## config.mk

```make
export PLATFORM = sky130hd
export DESIGN_NAME = spi_mode_register_frontend_flat
export DESIGN_NICKNAME = d
export VERILOG_FILES = /design/src/common/spi_frontend_pkg.sv /design/src/common/spi_link_if.sv /design/src/spi_mode_register_frontend.sv /design/src/flat_wrapper.sv
export SDC_FILE = /design/constraint.sdc
export NUM_CORES = 1
export LEC_CHECK = 0
export ABC_AREA = 1
export BUFFER_PORTS_ARGS = -buffer_cell sky130_fd_sc_hd__buf_4
export CORE_MARGIN = 2
export CORE_UTILIZATION = 30
export CTS_CLUSTER_DIAMETER = 80
export DETAILED_ROUTE_END_ITERATION = 16
export PLACE_DENSITY = 0.46
export SLEW_MARGIN = 5
export SYNTH_ARGS = -nofsm -noshare
export SYNTH_HDL_FRONTEND = slang
export SYNTH_SLANG_ARGS = --single-unit
export TNS_END_PERCENT = 30
```

## constraint.sdc

```tcl
create_clock -name i_clk -period 1.8 [get_ports i_clk]
set_input_delay 0.09 -clock i_clk [delete_from_list [all_inputs] [get_ports i_clk]]
set_output_delay 0.09 -clock i_clk [all_outputs]
set_load 0.01 [all_outputs]
```

## src/common/spi_frontend_pkg.sv

```systemverilog
// constants, codes and state types shared by both ends of the mode-register link
// assumes a 100 MHz system clock on each end
package spi_frontend_pkg;
   localparam int FRAME_BITS = 16;
   localparam int DATA_BITS = 12;
   localparam logic [4:0] FRAME_COUNT = 5'h10;
   localparam logic [4:0] HEADER_COUNT = 5'h04;
   localparam logic [4:0] COUNT_MAX = 5'h1F;
   // frame fields
   localparam int ADDR_MSB = 15;
   localparam int ADDR_LSB = 14;
   localparam int FB_SEL_BIT = 13;
   localparam int RO_BIT = 12;
   // same fields counted within the four header bits
   localparam int HDR_ADDR_MSB = ADDR_MSB - DATA_BITS;
   localparam int HDR_ADDR_LSB = ADDR_LSB - DATA_BITS;
   localparam int HDR_FB_SEL_BIT = FB_SEL_BIT - DATA_BITS;
   localparam logic [1:0] ADDR_MODE = 2'h0;
   localparam logic [1:0] ADDR_INT = 2'h1;
   localparam logic [1:0] ADDR_SETUP = 2'h2;
   localparam logic [1:0] ADDR_XCVR = 2'h3;
   // mode register fields
   localparam int WD_MSB = 11;
   localparam int WD_LSB = 6;
   localparam int STATE_MSB = 5;
   localparam int STATE_LSB = 3;
   localparam int DEBUG_BIT = 2;
   localparam int ENABLE_BIT = 1;
   localparam logic [2:0] OM_NONE = 3'h0;
   localparam logic [2:0] OM_NORMAL = 3'h1;
   localparam logic [2:0] OM_STANDBY = 3'h2;
   localparam logic [2:0] OM_INIT_FLASH = 3'h3;
   localparam logic [2:0] OM_SLEEP = 3'h4;
   localparam logic [2:0] OM_INIT_NORMAL = 3'h5;
   localparam logic [2:0] OM_LEAVE_FLASH = 3'h6;
   localparam logic [2:0] OM_FLASH = 3'h7;
   localparam logic [1:0] SEQ_IDLE = 2'h0;
   localparam logic [1:0] SEQ_FLASH1 = 2'h1;
   localparam logic [1:0] SEQ_NORMAL2 = 2'h2;
   // interrupt flag and enable positions
   localparam int FLAG_OVERTEMP = 0;
   localparam int FLAG_SPI_FAIL = 1;
   localparam int FLAG_W = 2;
   // status readback: live over-temperature bit above the reset cause
   localparam int STATUS_OT_BIT = 4;
   localparam int STATUS_CAUSE_MSB = 3;
   localparam int PRESCALE_MSB = 1;
   localparam int PRESCALE_LSB = 0;
   localparam logic [3:0] CAUSE_POWER_ON = 4'h0;
   localparam logic [3:0] CAUSE_SPI_CLOCK = 4'h1;
   localparam logic [3:0] CAUSE_ILLEGAL = 4'h2;
   localparam logic [3:0] CAUSE_FORBIDDEN = 4'h3;
   localparam logic [3:0] CAUSE_FLASH_ENTRY = 4'h4;
   localparam logic [3:0] CAUSE_LEAVE_FLASH = 4'h5;
   // timing
   localparam int CLK_PERIOD_NS = 10;
   localparam int RESET_PULSE_NS = 1000;
   localparam int RESET_PULSE_CYCLES = (RESET_PULSE_NS + CLK_PERIOD_NS - 1) / CLK_PERIOD_NS;
   localparam int SCK_HALF_NS = 80;
   localparam int SCK_HALF_CYCLES = (SCK_HALF_NS + CLK_PERIOD_NS - 1) / CLK_PERIOD_NS;

   typedef enum logic [2:0] {
      SYS_STARTUP = 3'h0,
      SYS_NORMAL = 3'h1,
      SYS_STANDBY = 3'h3,
      SYS_SLEEP = 3'h2,
      SYS_FLASH = 3'h6,
      SYS_RESTART = 3'h7
   } sys_state_e;

   typedef enum logic [2:0] {
      H_IDLE = 3'h0,
      H_LEAD = 3'h1,
      H_HIGH = 3'h3,
      H_LOW = 3'h2,
      H_TRAIL = 3'h6,
      H_GAP = 3'h7
   } host_state_e;

   function automatic logic period_code_ok(input logic [5:0] code);
      case (code)
         6'h09, 6'h0C, 6'h12, 6'h14, 6'h1B, 6'h24, 6'h2D, 6'h33, 6'h35, 6'h36: period_code_ok = 1'b1;
         default: period_code_ok = 1'b0;
      endcase
   endfunction
endpackage

```

## src/common/spi_link_if.sv

```systemverilog
// four-wire serial link between the host and the mode-register front end
// the data-out wire reads low while the device does not drive it (weak pull-down)
`timescale 1ns/10ps
interface spi_link_if;
   logic sck;
   logic cs_n;
   logic sdi;
   logic sdo_out;
   logic sdo_oe_n;
   logic sdo_level;

   assign sdo_level = sdo_oe_n ? 1'b0 : sdo_out;

   modport device (input sck, input cs_n, input sdi, output sdo_out, output sdo_oe_n);
   modport host (output sck, output cs_n, output sdi, input sdo_level);
endinterface

```

## src/spi_mode_register_frontend.sv

```systemverilog
// device end: frame shifting, clock-count check, header decode, mode register
// assumes link pins are asynchronous to i_clk; status inputs are on i_clk
`timescale 1ns/10ps
module spi_mode_register_frontend
   import spi_frontend_pkg::*;
#(
   parameter int RESET_CYCLES = RESET_PULSE_CYCLES
) (
   input wire logic i_clk,
   input wire logic i_system_reset_n,
   spi_link_if.device link,
   input wire logic i_core_supply_on,
   input wire logic i_overtemp,
   input wire logic [11:0] i_system_status,
   input wire logic [11:0] i_system_diagnosis,
   output logic o_system_reset_n,
   output logic o_enable,
   output logic o_debug_relax,
   output logic [5:0] o_watchdog_period_code,
   output logic [1:0] o_watchdog_prescale,
   output logic o_watchdog_retrigger,
   output sys_state_e o_system_state,
   output logic [3:0] o_reset_cause,
   output logic o_interrupt,
   output logic [11:0] o_interrupt_enable,
   output logic [11:0] o_system_setup,
   output logic [11:0] o_transceiver_control
);
   localparam int RST_W = $clog2(RESET_CYCLES + 1);

   typedef struct packed {
      logic [1:0] sck_s;
      logic [1:0] cs_s;
      logic [1:0] sdi_s;
      logic sck_d;
      logic cs_d;
      logic ot_d;
      logic [4:0] bit_cnt;
      logic [15:0] rx;
      logic [11:0] fb;
      logic sdo;
      logic [11:0] mode;
      logic [11:0] int_en;
      logic [11:0] special;
      logic [11:0] setup;
      logic [11:0] xcvr;
      logic [11:0] scratch0;
      logic [11:0] scratch1;
      logic [FLAG_W-1:0] flags;
      sys_state_e state;
      logic [1:0] flash_seq;
      logic flash_armed;
      logic [3:0] cause;
      logic [RST_W-1:0] rst_cnt;
      logic retrigger;
   } dev_state_s;

   dev_state_s r;
   dev_state_s n;

   always_comb begin
      logic sck_rise;
      logic sck_fall;
      logic cs_fall;
      logic cs_rise;
      logic setup_mode;
      logic normal_group;
      logic [3:0] hdr;
      logic [2:0] om;
      logic ok;
      logic force_rst;
      logic [3:0] rst_cause;
      sys_state_e rst_state;
      sys_state_e next_st;
      logic [FLAG_W-1:0] set_f;
      logic [FLAG_W-1:0] clr_f;
      logic [11:0] status_rb;
      sck_rise = 1'b0;
      sck_fall = 1'b0;
      cs_fall = 1'b0;
      cs_rise = 1'b0;
      setup_mode = 1'b0;
      normal_group = 1'b0;
      hdr = '0;
      om = OM_NONE;
      ok = 1'b0;
      force_rst = 1'b0;
      rst_cause = CAUSE_POWER_ON;
      rst_state = SYS_RESTART;
      next_st = SYS_STARTUP;
      set_f = '0;
      clr_f = '0;
      status_rb = '0;
      n = r;
      n.retrigger = 1'b0;
      n.sck_s = {r.sck_s[0], link.sck};
      n.cs_s = {r.cs_s[0], link.cs_n};
      n.sdi_s = {r.sdi_s[0], link.sdi};
      n.sck_d = r.sck_s[1];
      n.cs_d = r.cs_s[1];
      n.ot_d = i_overtemp;
      sck_rise = r.sck_s[1] & ~r.sck_d;
      sck_fall = ~r.sck_s[1] & r.sck_d;
      cs_fall = ~r.cs_s[1] & r.cs_d;
      cs_rise = r.cs_s[1] & ~r.cs_d;
      setup_mode = (r.state == SYS_STARTUP) || (r.state == SYS_RESTART);
      normal_group = (r.state == SYS_NORMAL) || (r.state == SYS_STANDBY);
      if (r.rst_cnt != '0) begin
         n.rst_cnt = r.rst_cnt - 1'b1;
      end
      // status only; shutting anything down is left to the host
      status_rb = i_system_status;
      status_rb[STATUS_OT_BIT] = i_overtemp & i_core_supply_on;
      status_rb[STATUS_CAUSE_MSB:0] = r.cause;
      if (i_overtemp && !r.ot_d && i_core_supply_on && r.int_en[FLAG_OVERTEMP]) begin
         set_f[FLAG_OVERTEMP] = 1'b1;
      end
      if (cs_fall) begin
         n.bit_cnt = '0;
         n.sdo = 1'b0;
         n.fb = '0;
      end else if (!r.cs_s[1]) begin
         if (sck_fall) begin
            n.rx = {r.rx[FRAME_BITS-2:0], r.sdi_s[1]};
            if (r.bit_cnt != COUNT_MAX) begin
               n.bit_cnt = r.bit_cnt + 1'b1;
            end
            if (n.bit_cnt == HEADER_COUNT && r.bit_cnt != HEADER_COUNT) begin
               hdr = n.rx[3:0];
               unique case (hdr[HDR_ADDR_MSB:HDR_ADDR_LSB])
                  ADDR_MODE: n.fb = hdr[HDR_FB_SEL_BIT] ? i_system_diagnosis : status_rb;
                  ADDR_INT: begin
                     if (!hdr[HDR_FB_SEL_BIT]) begin
                        n.fb = r.int_en;
                     end else if (setup_mode) begin
                        n.fb = r.special;
                     end else begin
                        n.fb = {{(DATA_BITS-FLAG_W){1'b0}}, r.flags};
                        clr_f = '1;
                     end
                  end
                  ADDR_SETUP: n.fb = hdr[HDR_FB_SEL_BIT] ? r.scratch0 : r.setup;
                  ADDR_XCVR: n.fb = hdr[HDR_FB_SEL_BIT] ? r.scratch1 : r.xcvr;
               endcase
            end else if (r.bit_cnt >= HEADER_COUNT) begin
               n.fb = {r.fb[DATA_BITS-2:0], 1'b0};
            end
         end else if (sck_rise) begin
            n.sdo = (r.bit_cnt >= HEADER_COUNT && r.bit_cnt < FRAME_COUNT) ? r.fb[DATA_BITS-1] : 1'b0;
         end
      end
      if (cs_rise) begin
         if (r.bit_cnt != FRAME_COUNT) begin
            // frame dropped whole, except a flag read-clear already made at the header
            if (setup_mode) begin
               force_rst = 1'b1;
               rst_cause = CAUSE_SPI_CLOCK;
            end else if (r.int_en[FLAG_SPI_FAIL]) begin
               set_f[FLAG_SPI_FAIL] = 1'b1;
            end
         end else if (!r.rx[RO_BIT]) begin
            unique case (r.rx[ADDR_MSB:ADDR_LSB])
               ADDR_MODE: begin
                  om = r.rx[STATE_MSB:STATE_LSB];
                  if (om == OM_NONE || !period_code_ok(r.rx[WD_MSB:WD_LSB])) begin
                     force_rst = 1'b1;
                     rst_cause = CAUSE_ILLEGAL;
                  end else begin
                     ok = 1'b1;
                     next_st = r.state;
                     n.flash_seq = SEQ_IDLE;
                     case (r.state)
                        SYS_STARTUP, SYS_RESTART: begin
                           n.flash_armed = 1'b0;
                           if (om == OM_INIT_NORMAL) begin
                              next_st = SYS_NORMAL;
                           end else if (om == OM_INIT_FLASH && r.flash_armed) begin
                              next_st = SYS_FLASH;
                           end else begin
                              ok = 1'b0;
                           end
                        end
                        SYS_NORMAL: begin
                           if (om == OM_NORMAL) begin
                              n.flash_seq = (r.flash_seq == SEQ_FLASH1) ? SEQ_NORMAL2 : SEQ_IDLE;
                           end else if (om == OM_FLASH) begin
                              if (r.flash_seq == SEQ_NORMAL2) begin
                                 force_rst = 1'b1;
                                 rst_cause = CAUSE_FLASH_ENTRY;
                                 rst_state = SYS_STARTUP;
                                 n.flash_armed = 1'b1;
                              end else begin
                                 n.flash_seq = SEQ_FLASH1;
                              end
                           end else if (om == OM_STANDBY) begin
                              next_st = SYS_STANDBY;
                           end else if (om == OM_SLEEP) begin
                              next_st = SYS_SLEEP;
                           end else begin
                              ok = 1'b0;
                           end
                        end
                        SYS_STANDBY: begin
                           if (om == OM_NORMAL) begin
                              next_st = SYS_NORMAL;
                           end else if (om == OM_SLEEP) begin
                              next_st = SYS_SLEEP;
                           end else if (om != OM_STANDBY) begin
                              ok = 1'b0;
                           end
                        end
                        SYS_FLASH: begin
                           if (om == OM_LEAVE_FLASH) begin
                              force_rst = 1'b1;
                              rst_cause = CAUSE_LEAVE_FLASH;
                              rst_state = SYS_STARTUP;
                           end else if (om != OM_FLASH) begin
                              ok = 1'b0;
                           end
                        end
                        default: ok = 1'b0;
                     endcase
                     if (!ok) begin
                        force_rst = 1'b1;
                        rst_cause = CAUSE_FORBIDDEN;
                        rst_state = SYS_RESTART;
                        n.flash_armed = r.flash_armed;
                     end else begin
                        n.mode = r.rx[DATA_BITS-1:0];
                        n.retrigger = 1'b1;
                        n.state = next_st;
                     end
                  end
               end
               ADDR_INT: begin
                  if (setup_mode) begin
                     n.special = r.rx[DATA_BITS-1:0];
                  end else if (r.state != SYS_SLEEP) begin
                     n.int_en = r.rx[DATA_BITS-1:0];
                  end
               end
               ADDR_SETUP: begin
                  if (normal_group) begin
                     n.setup = r.rx[DATA_BITS-1:0];
                  end else if (r.state != SYS_SLEEP) begin
                     n.scratch0 = r.rx[DATA_BITS-1:0];
                  end
               end
               ADDR_XCVR: begin
                  if (normal_group) begin
                     n.xcvr = r.rx[DATA_BITS-1:0];
                  end else if (r.state != SYS_SLEEP) begin
                     n.scratch1 = r.rx[DATA_BITS-1:0];
                  end
               end
            endcase
         end
      end
      // a new event beats a read clear; a system reset clears all flags
      n.flags = (r.flags & ~clr_f) | set_f;
      if (force_rst) begin
         n.rst_cnt = RST_W'(RESET_CYCLES);
         n.cause = rst_cause;
         n.state = rst_state;
         n.flash_seq = SEQ_IDLE;
      end
      if (force_rst || r.rst_cnt != '0) begin
         n.flags = '0;
      end
   end

   always_ff @(posedge i_clk or negedge i_system_reset_n) begin
      if (!i_system_reset_n) begin
         r <= '0;
         r.cs_s <= '1;
         r.cs_d <= 1'b1;
         r.state <= SYS_STARTUP;
      end else begin
         r <= n;
      end
   end

   assign link.sdo_out = r.sdo;
   assign link.sdo_oe_n = r.cs_s[1];
   assign o_system_reset_n = (r.rst_cnt == '0);
   assign o_enable = r.mode[ENABLE_BIT];
   assign o_debug_relax = r.mode[DEBUG_BIT];
   assign o_watchdog_period_code = r.mode[WD_MSB:WD_LSB];
   assign o_watchdog_prescale = r.special[PRESCALE_MSB:PRESCALE_LSB];
   assign o_watchdog_retrigger = r.retrigger;
   assign o_system_state = r.state;
   assign o_reset_cause = r.cause;
   assign o_interrupt = |r.flags;
   assign o_interrupt_enable = r.int_en;
   assign o_system_setup = r.setup;
   assign o_transceiver_control = r.xcvr;
endmodule

```

## src/flat_wrapper.sv

```systemverilog
// flat-port wrapper written by rule: the top's interface ports become plain ports
module spi_mode_register_frontend_flat import spi_frontend_pkg::*;
#(
   parameter int RESET_CYCLES = RESET_PULSE_CYCLES
)
  (i_clk, i_system_reset_n, i_core_supply_on, i_overtemp, i_system_status, i_system_diagnosis, o_system_reset_n, o_enable, o_debug_relax, o_watchdog_period_code, o_watchdog_prescale, o_watchdog_retrigger, o_system_state, o_reset_cause, o_interrupt, o_interrupt_enable, o_system_setup, o_transceiver_control, link_sck, link_cs_n, link_sdi, link_sdo_out, link_sdo_oe_n);
  spi_link_if link_i ();
  input wire logic i_clk;
  input wire logic i_system_reset_n;
  input wire logic i_core_supply_on;
  input wire logic i_overtemp;
  input wire logic [11:0] i_system_status;
  input wire logic [11:0] i_system_diagnosis;
  output logic o_system_reset_n;
  output logic o_enable;
  output logic o_debug_relax;
  output logic [5:0] o_watchdog_period_code;
  output logic [1:0] o_watchdog_prescale;
  output logic o_watchdog_retrigger;
  output sys_state_e o_system_state;
  output logic [3:0] o_reset_cause;
  output logic o_interrupt;
  output logic [11:0] o_interrupt_enable;
  output logic [11:0] o_system_setup;
  output logic [11:0] o_transceiver_control;
  input wire logic [$bits(link_i.sck)-1:0] link_sck;
  input wire logic [$bits(link_i.cs_n)-1:0] link_cs_n;
  input wire logic [$bits(link_i.sdi)-1:0] link_sdi;
  output wire logic [$bits(link_i.sdo_out)-1:0] link_sdo_out;
  output wire logic [$bits(link_i.sdo_oe_n)-1:0] link_sdo_oe_n;
  assign link_i.sck = link_sck;
  assign link_i.cs_n = link_cs_n;
  assign link_i.sdi = link_sdi;
  assign link_sdo_out = link_i.sdo_out;
  assign link_sdo_oe_n = link_i.sdo_oe_n;
  spi_mode_register_frontend #(.RESET_CYCLES(RESET_CYCLES)) u_core (.i_clk(i_clk), .i_system_reset_n(i_system_reset_n), .link(link_i), .i_core_supply_on(i_core_supply_on), .i_overtemp(i_overtemp), .i_system_status(i_system_status), .i_system_diagnosis(i_system_diagnosis), .o_system_reset_n(o_system_reset_n), .o_enable(o_enable), .o_debug_relax(o_debug_relax), .o_watchdog_period_code(o_watchdog_period_code), .o_watchdog_prescale(o_watchdog_prescale), .o_watchdog_retrigger(o_watchdog_retrigger), .o_system_state(o_system_state), .o_reset_cause(o_reset_cause), .o_interrupt(o_interrupt), .o_interrupt_enable(o_interrupt_enable), .o_system_setup(o_system_setup), .o_transceiver_control(o_transceiver_control));
endmodule
```

==> impl_metrics.json, run 1 <==
{
  "n_antenna_cell": 0,
  "crit_top_cell": "nand2_2",
  "finalCritPeriodShare_pct": 101,
  "yosys_warnings": 0,
  "cp.arrival_ps": 2120,
  "dp_cells": 1311,
  "timing.fmax_ghz": 0.551,
  "synth_nets": 917,
  "drive_gt1_share_pct": 34.5,
  "setup_slack_ps": -14.9,
  "drt_iter0_markers": 492,
  "grtUsageTotal_pct": 18.1,
  "worst_path_largest_cell_delay_ps": 440,
  "hold_viol_final": 0,
  "htreeDepth": 4,
  "numPortBuffers": 82,
  "first_global_vias": 6365,
  "synthTopCellsByCount": "nand2_1 (226), dfrtp_1 (139), o21ai_0 (114), nor2_1 (64), inv_1 (54)",
  "worst_path_max_delay_cell": "dfrtp_2",
  "synthArstFlopShare_pct": 100,
  "netlist_area_um2": 7270,
  "reg2regPathDepth": 12,
  "pwr-share-clk_pct": 36.8,
  "power_frac_seq_pct": 36.3,
  "ir_drop_mv": 0.446,
  "period_needed_ps": 1810,
  "status": "finished, violations left",
  "swShare_pct": 33.8,
  "place.gp.congestion": 0.829,
  "skew_ps": 11.4,
  "yosysSeqAreaShare_pct": 48.9,
  "avgSynthCellArea_um2": 8.24,
  "core_um2": 23600,
  "reg2reg_to": "u_core.o_reset_cause[1]$_DFFE_PN0P_",
  "violations": "negative setup slack",
  "path_buf_inv": 1,
  "drt_wl_total_mm": 22.7,
  "power_leakage_nw": 4.49,
  "hp-class": "in2async",
  "critPathCaptureType": "register",
  "numCtsBuffers": 17,
  "fin_nets": 1065,
  "synth_edf_count": 0,
  "initial_core_util_pct": 30.8,
  "intPower_mw": 6.45,
  "setup_violations": 3,
  "finalMaxSlewViolations": 0,
  "post-synth-top-count-cell": "nand2_1",
  "tritoncts": "yes",
  "clock_path_buffers": 2,
  "grt_max_degree": 54,
  "reg2reg_from": "u_core.o_system_state[0]$_DFFE_PN0P_",
  "vias": 6460,
  "die_height_um": 160,
  "clock_sinks": 142,
  "criticalPathCategory": "reg2reg",
  "die-area_um2": 25500,
  "synth_top_area_share_pct": 47.8,
  "finish.instance_area_um2": 9800,
  "cap_violations": 0,
  "worstPathRequired_ps": 2110,
  "drt.antenna.violating_nets": 0,
  "routed_via_density": 4.74,
  "grt_pass1_wl_mm": 35.9,
  "placed_area_um2": 8750,
  "ys.flop_type": "dfrtp_1",
  "start_kind": "register",
  "yosys-top-cells-area": "dfrtp_1 (48%), nand2_1 (12%), o21ai_0 (7.8%), buf_4 (5.3%), nand3_1 (3.4%)",
  "fin_cells": 1363,
  "clk_latency_ps": 430,
  "synthCells": 883,
  "die-width_um": 160,
  "p_sw_mw": 3.29,
  "areaGrowthSynthToFinish_pct": 34.8,
  "path_max_fanout": 6,
  "io_pins": 89,
  "crit_chain": "nor2_1 -> nor2_1 -> nor2_2 -> a21oi_1 -> nand2_2 -> nand3_1 -> nand2_1 -> nand2_2 -> nand2_2 -> buf_4 -> nand2_1 -> o21ai_1",
  "antenna_found_initial": 0,
  "dr.pass1.iters": 5,
  "r2r_slack_ps": -10,
  "rsz0062_at_grt": "true",
  "powerDensity_nw_per_um2": 994,
  "wire_per_inst_um": 16.6,
  "root_buffer": "clkbuf_16",
  "ys_ff_latch": 142,
  "ys_types": 48,
  "clkSlewWorstSetupHoldPaths_ps": 70,
  "comb_power_share_pct": 26.8,
  "yosys.area.top_type": "dfrtp_1",
  "drc_errors": 0,
  "path_delay_family": "simple AND/OR/NAND/NOR gates",
  "rows": 56,
  "grt-ovfl-total": 0,
  "hpwlAfterDp_mm": 16.2
}
==> per-stage QoR <==
stage	total power, mW	hold WS [ps]	util, %	setup TNS, ps	worst slack [ps]
floorplan	4.74	-206	-	0	31.0
finish	9.74	86.9	41.5	-24.3	-14.9
detailed placement	5.95	-25.7	37.0	-1350	-136
global route	10.3	101	41.5	-3710	-178
CTS	9.64	71.7	40.2	-24.2	-12.7
global placement	5.94	-19.1	37.0	-1090	-117
==> placed cells by master (no fill, tap or decap), drive strengths merged, types with 2 or more instances in the layout <==
cell         count
nand2          229
buf            215
dfrtp          139
o21ai          131
nor2            71
inv             69
nand3           52
o211ai          19
clkbuf          17
a21oi           16
nor3            16
nand4           14
a221oi          11
dlygate4sd3      5
clkinv           5
nor4             4
o22ai            3
dfstp            3
ha               3
xnor2            2
xor2             2
or2              2
a31oi            2
a21boi           2
==> layout make-up <==
type | instances | area (um^2)
Clock buffer | 17 | 425
Timing Repair Buffer | 220 | 1840
Fill cell | 2380 | 13800
Clock inverter | 15 | 175
Tap cell | 319 | 399
Inverter | 61 | 244
Multi-Input combinational cell | 589 | 3160
Sequential cell | 142 | 3560
==> cells by family (layout without fill, tap and decap cells) <==
| logic type | Yosys count | after routing | share of synthesized area, % |
|---|---|---|---|
| DFF | 142 | 142 | 48.9 |
| buffers and inverters | 153 | 313 | 11.1 |
| xor gates and xnor gates | 4 | 4 | 0.482 |
| other | 1 | 1 | 0.0516 |
| adders and majority gates | 3 | 3 | 0.516 |
| and+or+nand+nor | 388 | 389 | 23.6 |
| AOI/OAI and AO/OA | 192 | 192 | 15.3 |
==> layer usage <==
| layer | part of all wire, % | vias to the layer above | routed length (um) | GRT usage (%) |
|---|---|---|---|---|
| li1 | - | 3201 | - | - |
| met1 | 48 | 3059 | 10900 | 25.4 |
| met2 | 46 | 173 | 10400 | 28.6 |
| met3 | 4.2 | 27 | 950 | 2.96 |
| met4 | 1.8 | 0 | 407 | 5.87 |
| met5 | 0 | - | 0 | 0 |
==> power by group through the flow <==
stage | Combinational (mW) | Sequential [mW] | Clock (mW)
6_report | 2.62 | 3.54 | 3.59
4_1_cts | 2.45 | 3.52 | 3.68
5_1_grt | 2.89 | 3.56 | 3.83
2_1_floorplan | 1.21 | 3.53 | 0
3_3_place_gp | 2.37 | 3.57 | 0
3_5_place_dp | 2.38 | 3.57 | 0
==> worst max-delay path by stage <==
stage,from,endpoint,slack (ps),cells past startpoint
2_1_floorplan,u_core.r[133]$_DFFE_PN0P_,u_core.r[19]$_DFF_PN0_,30,9
3_3_place_gp,u_core.r[133]$_DFFE_PN0P_,u_core.r[109]$_DFFE_PN0P_,-120,10
3_5_place_dp,u_core.r[133]$_DFFE_PN0P_,u_core.r[112]$_DFFE_PN0P_,-140,10
4_1_cts,u_core.r[134]$_DFFE_PN0P_,u_core.r[109]$_DFFE_PN0P_,-10,10
5_1_grt,u_core.o_system_state[0]$_DFFE_PN0P_,u_core.o_system_state[0]$_DFFE_PN0P_,-180,11
6_report,u_core.o_system_state[0]$_DFFE_PN0P_,u_core.o_reset_cause[1]$_DFFE_PN0P_,-10,12
==> repair_timing <==
item / 4_1_cts / 5_1_grt
endpoints found under the hold margin: 143 / 0
resized for setup: 23 / 76
hold buffers: 5 / 0
buffers inserted: 3 / 11
setup endpoints to repair: 36 / 80
gates cloned: 0 / 1
pin swaps: 4 / 18
==> sequential cells by signal (all words and copies together), names as in the netlist <==
register,cells
u_core.o_reset_cause,3
u_core.o_enable,1
u_core.o_debug_relax,1
u_core.link.sdo_out,1
u_core.o_interrupt_enable,12
u_core.o_watchdog_period_code,6
u_core.r,83
u_core.o_watchdog_prescale,2
u_core.o_watchdog_retrigger,1
u_core.o_transceiver_control,12
u_core.n,4
u_core.o_system_state,3
u_core.o_system_setup,12
u_core.link.sdo_oe_n,1
(Power assumes the default switching activity.)
==> inputs of run 2 (changes only) <==
--- a/config.mk
+++ b/config.mk
@@ -11,6 +11,7 @@
 export CORE_UTILIZATION = 30
 export CTS_CLUSTER_DIAMETER = 80
 export DETAILED_ROUTE_END_ITERATION = 16
+export GPL_TIMING_DRIVEN = 1
 export PLACE_DENSITY = 0.46
 export SLEW_MARGIN = 5
 export SYNTH_ARGS = -nofsm -noshare
==> constraint.sdc (replaced) <==
create_clock -name i_clk -period 1.8 [get_ports i_clk]
set_input_delay 0.27 -clock i_clk [delete_from_list [all_inputs] [get_ports i_clk]]
set_output_delay 0.27 -clock i_clk [all_outputs]
set_load 0.01 [all_outputs]
==> run 2 against run 1 <==
The run still ends with negative setup slack left. Total power is 2.0% lower. Non-clock buffer count is 4 lower. Worst setup slack worse by 66 ps. Critical path depth is 1 lower. Final cell count is 0.15% lower. Via count is 0.14% lower. Core utilization is 0.21 points higher. Global-route usage is 0.12 points lower. Clock skew is 1.9 ps higher. Count of clock-buffer cells in the layout stayed put. Critical endpoint is now u_core.r[110]$_DFFE_PN0P_. Highest routed layer unchanged.
==> impl_metrics.json, run 2 (same netlist as run 1, synthesis figures left out) <==
{
  "hpwlAfterDp_mm": 15.9,
  "wirelength_met1_mm": 11.0,
  "period_needed_ps": 1880,
  "clock_path_buffers": 2,
  "numCtsBuffers": 17,
  "fin_nets": 1063,
  "n_antenna_cell": 0,
  "fin_cells": 1361,
  "setup_slack_ps": -80.9,
  "status": "finished, violations left",
  "finalMaxSlewViolations": 0,
  "root_buffer": "clkbuf_16",
  "setup_tns_ps": -965,
  "routed_via_density": 4.74,
  "setup_violations": 27,
  "first_global_vias": 6300,
  "drt_iter0_markers": 362,
  "die_height_um": 160,
  "clkSlewWorstSetupHoldPaths_ps": 70,
  "max_flop_register": "u_core.r",
  "power_leakage_nw": 4.48,
  "wire_per_inst_um": 16.6,
  "grt-ovfl-total": 0,
  "die-area_um2": 25500,
  "dr.pass1.iters": 5,
  "core_um2": 23600,
  "timing.fmax_ghz": 0.532,
  "vias": 6451,
  "criticalPathCategory": "reg2reg",
  "grt_pass1_wl_mm": 35.9,
  "antenna_found_initial": 0,
  "rows": 56,
  "largest_reg_flops": 83,
  "cap_violations": 0,
  "grtUsageTotal_pct": 18.0,
  "cp.arrival_ps": 2190,
  "layout_commonest_cell": "nand2_1",
  "worstPathRequired_ps": 2110,
  "met3_length_um": 847,
  "rsz0062_at_grt": "true",
  "areaGrowthSynthToFinish_pct": 35.5,
  "drive_gt1_share_pct": 35.9,
  "clock_sinks": 142,
  "finalPower_mw": 9.55,
  "powerDensity_nw_per_um2": 969,
  "top_layer": "met4",
  "finalCritPeriodShare_pct": 104,
  "hold_viol_final": 0,
  "die-width_um": 160,
  "violations": "negative setup slack",
  "drt.antenna.violating_nets": 0,
  "htreeDepth": 4,
  "ir_drop_mv": 0.390,
  "hp-class": "in2reg",
  "layout_common_cells": "nand2_1 (197), buf_4 (191), dfrtp_1 (132)",
  "skew_ps": 13.3,
  "tritoncts": "yes",
  "drc_errors": 0,
  "start_kind": "register",
  "path_max_fanout": 4,
  "initial_core_util_pct": 30.8,
  "numPortBuffers": 82,
  "grt_max_degree": 44,
  "clk_latency_ps": 430,
  "wl_met2_mm": 10.3,
  "io_pins": 89,
  "drt_wl_total_mm": 22.6,
  "dp_cells": 1305,
  "place.gp.congestion": 0.847,
  "critPathCaptureType": "register"
}
## run 2: changes by cell type in the layout (fill, tap and decap cells not counted), moves of 3 or more
| cell | change |
|---|---|
| nand2_2 | +5 |
| a221oi_2 | +4 |
| nor2_1 | -3 |
| a221oi_1 | -4 |
| nand2_4 | +3 |
| buf_4 | -3 |
| clkinvlp_4 | +3 |
| nand2_1 | -9 |
## run 2: through the flow
| stage | worst slack (ps) | area, um^2 | hold slack [ps] | util [%] |
|---|---|---|---|---|
| after CTS | -115 | 9420 | 254 | 39.9 |
| after global routing | -215 | 9850 | 323 | 41.7 |
| after detailed placement | -228 | 8700 | 239 | 36.9 |
| after global placement | -215 | 8700 | 243 | 36.9 |
| after floorplan | 31.0 | 7270 | -25.6 | - |
| final | -80.9 | 9850 | 269 | 41.7 |
## run 2: final timing paths
check | from | end | slack, ps | cells past startpoint
worst max-delay path | u_core.r[133]$_DFFE_PN0P_ | u_core.r[110]$_DFFE_PN0P_ | -80 | 11
worst min-delay path | i_system_diagnosis[3] | u_core.r[108]$_DFFE_PN0P_ | 270 | 5
worst max register to register | u_core.r[133]$_DFFE_PN0P_ | u_core.r[110]$_DFFE_PN0P_ | -80 | 11
worst min register to register | u_core.n[142]$_DFF_PN0_ | u_core.r[142]$_DFF_PN0_ | 350 | 0
max in group asynchronous | i_system_reset_n | u_core.r[128]$_DFFE_PN0P_ | 830 | 3
min in group asynchronous | i_system_reset_n | u_core.o_system_setup[8]$_DFFE_PN0P_ | 340 | 2
## run 2: per-layer routing
metal / global-route usage, % / vias up
li1: - / 3198
met1: 25.7 / 3081
met2: 27.8 / 147
met3: 3.22 / 25
met4: 5.58 / 0
met5: 0 / -
## run 2: power breakdown
part	switching [mW]	leakage [nW]	total (mW)	internal, mW
Clock	1.59	0.283	3.54	1.95
Sequential	0.166	1.92	3.53	3.36
Combinational	1.47	2.28	2.48	1.01
## run 2: final cells by class
class                      count  area [um^2]
clock buffer                  17          425
clock inverter                15          158
fill                        2416        13800
inverter                      61          245
multi-input combinational    589         3240
sequential                   142         3570
tap                          319          399
timing repair buffer         216         1810
timing repair inverter         2         12.5
## run 2: timing repair
action	4_1_cts	5_1_grt
pin swaps	3	24
endpoints found under the hold margin	43	0
hold buffers	5	0
cloned	1	2
gates resized for setup	19	99
buffers inserted	3	13
endpoints found under the setup margin	38	100
## run 2: worst max-delay path, stage by stage (launching register included)
cell and delay (ps):
dfrtp_1 410, ha_2 220, nand3_2 80, nand2_2 60
nor4_4 210, nand2_2 130, nand2_2 100, nor2_2 50
nor2_4 200, clkinvlp_4 160, nand2_2 90, nand2_1 50
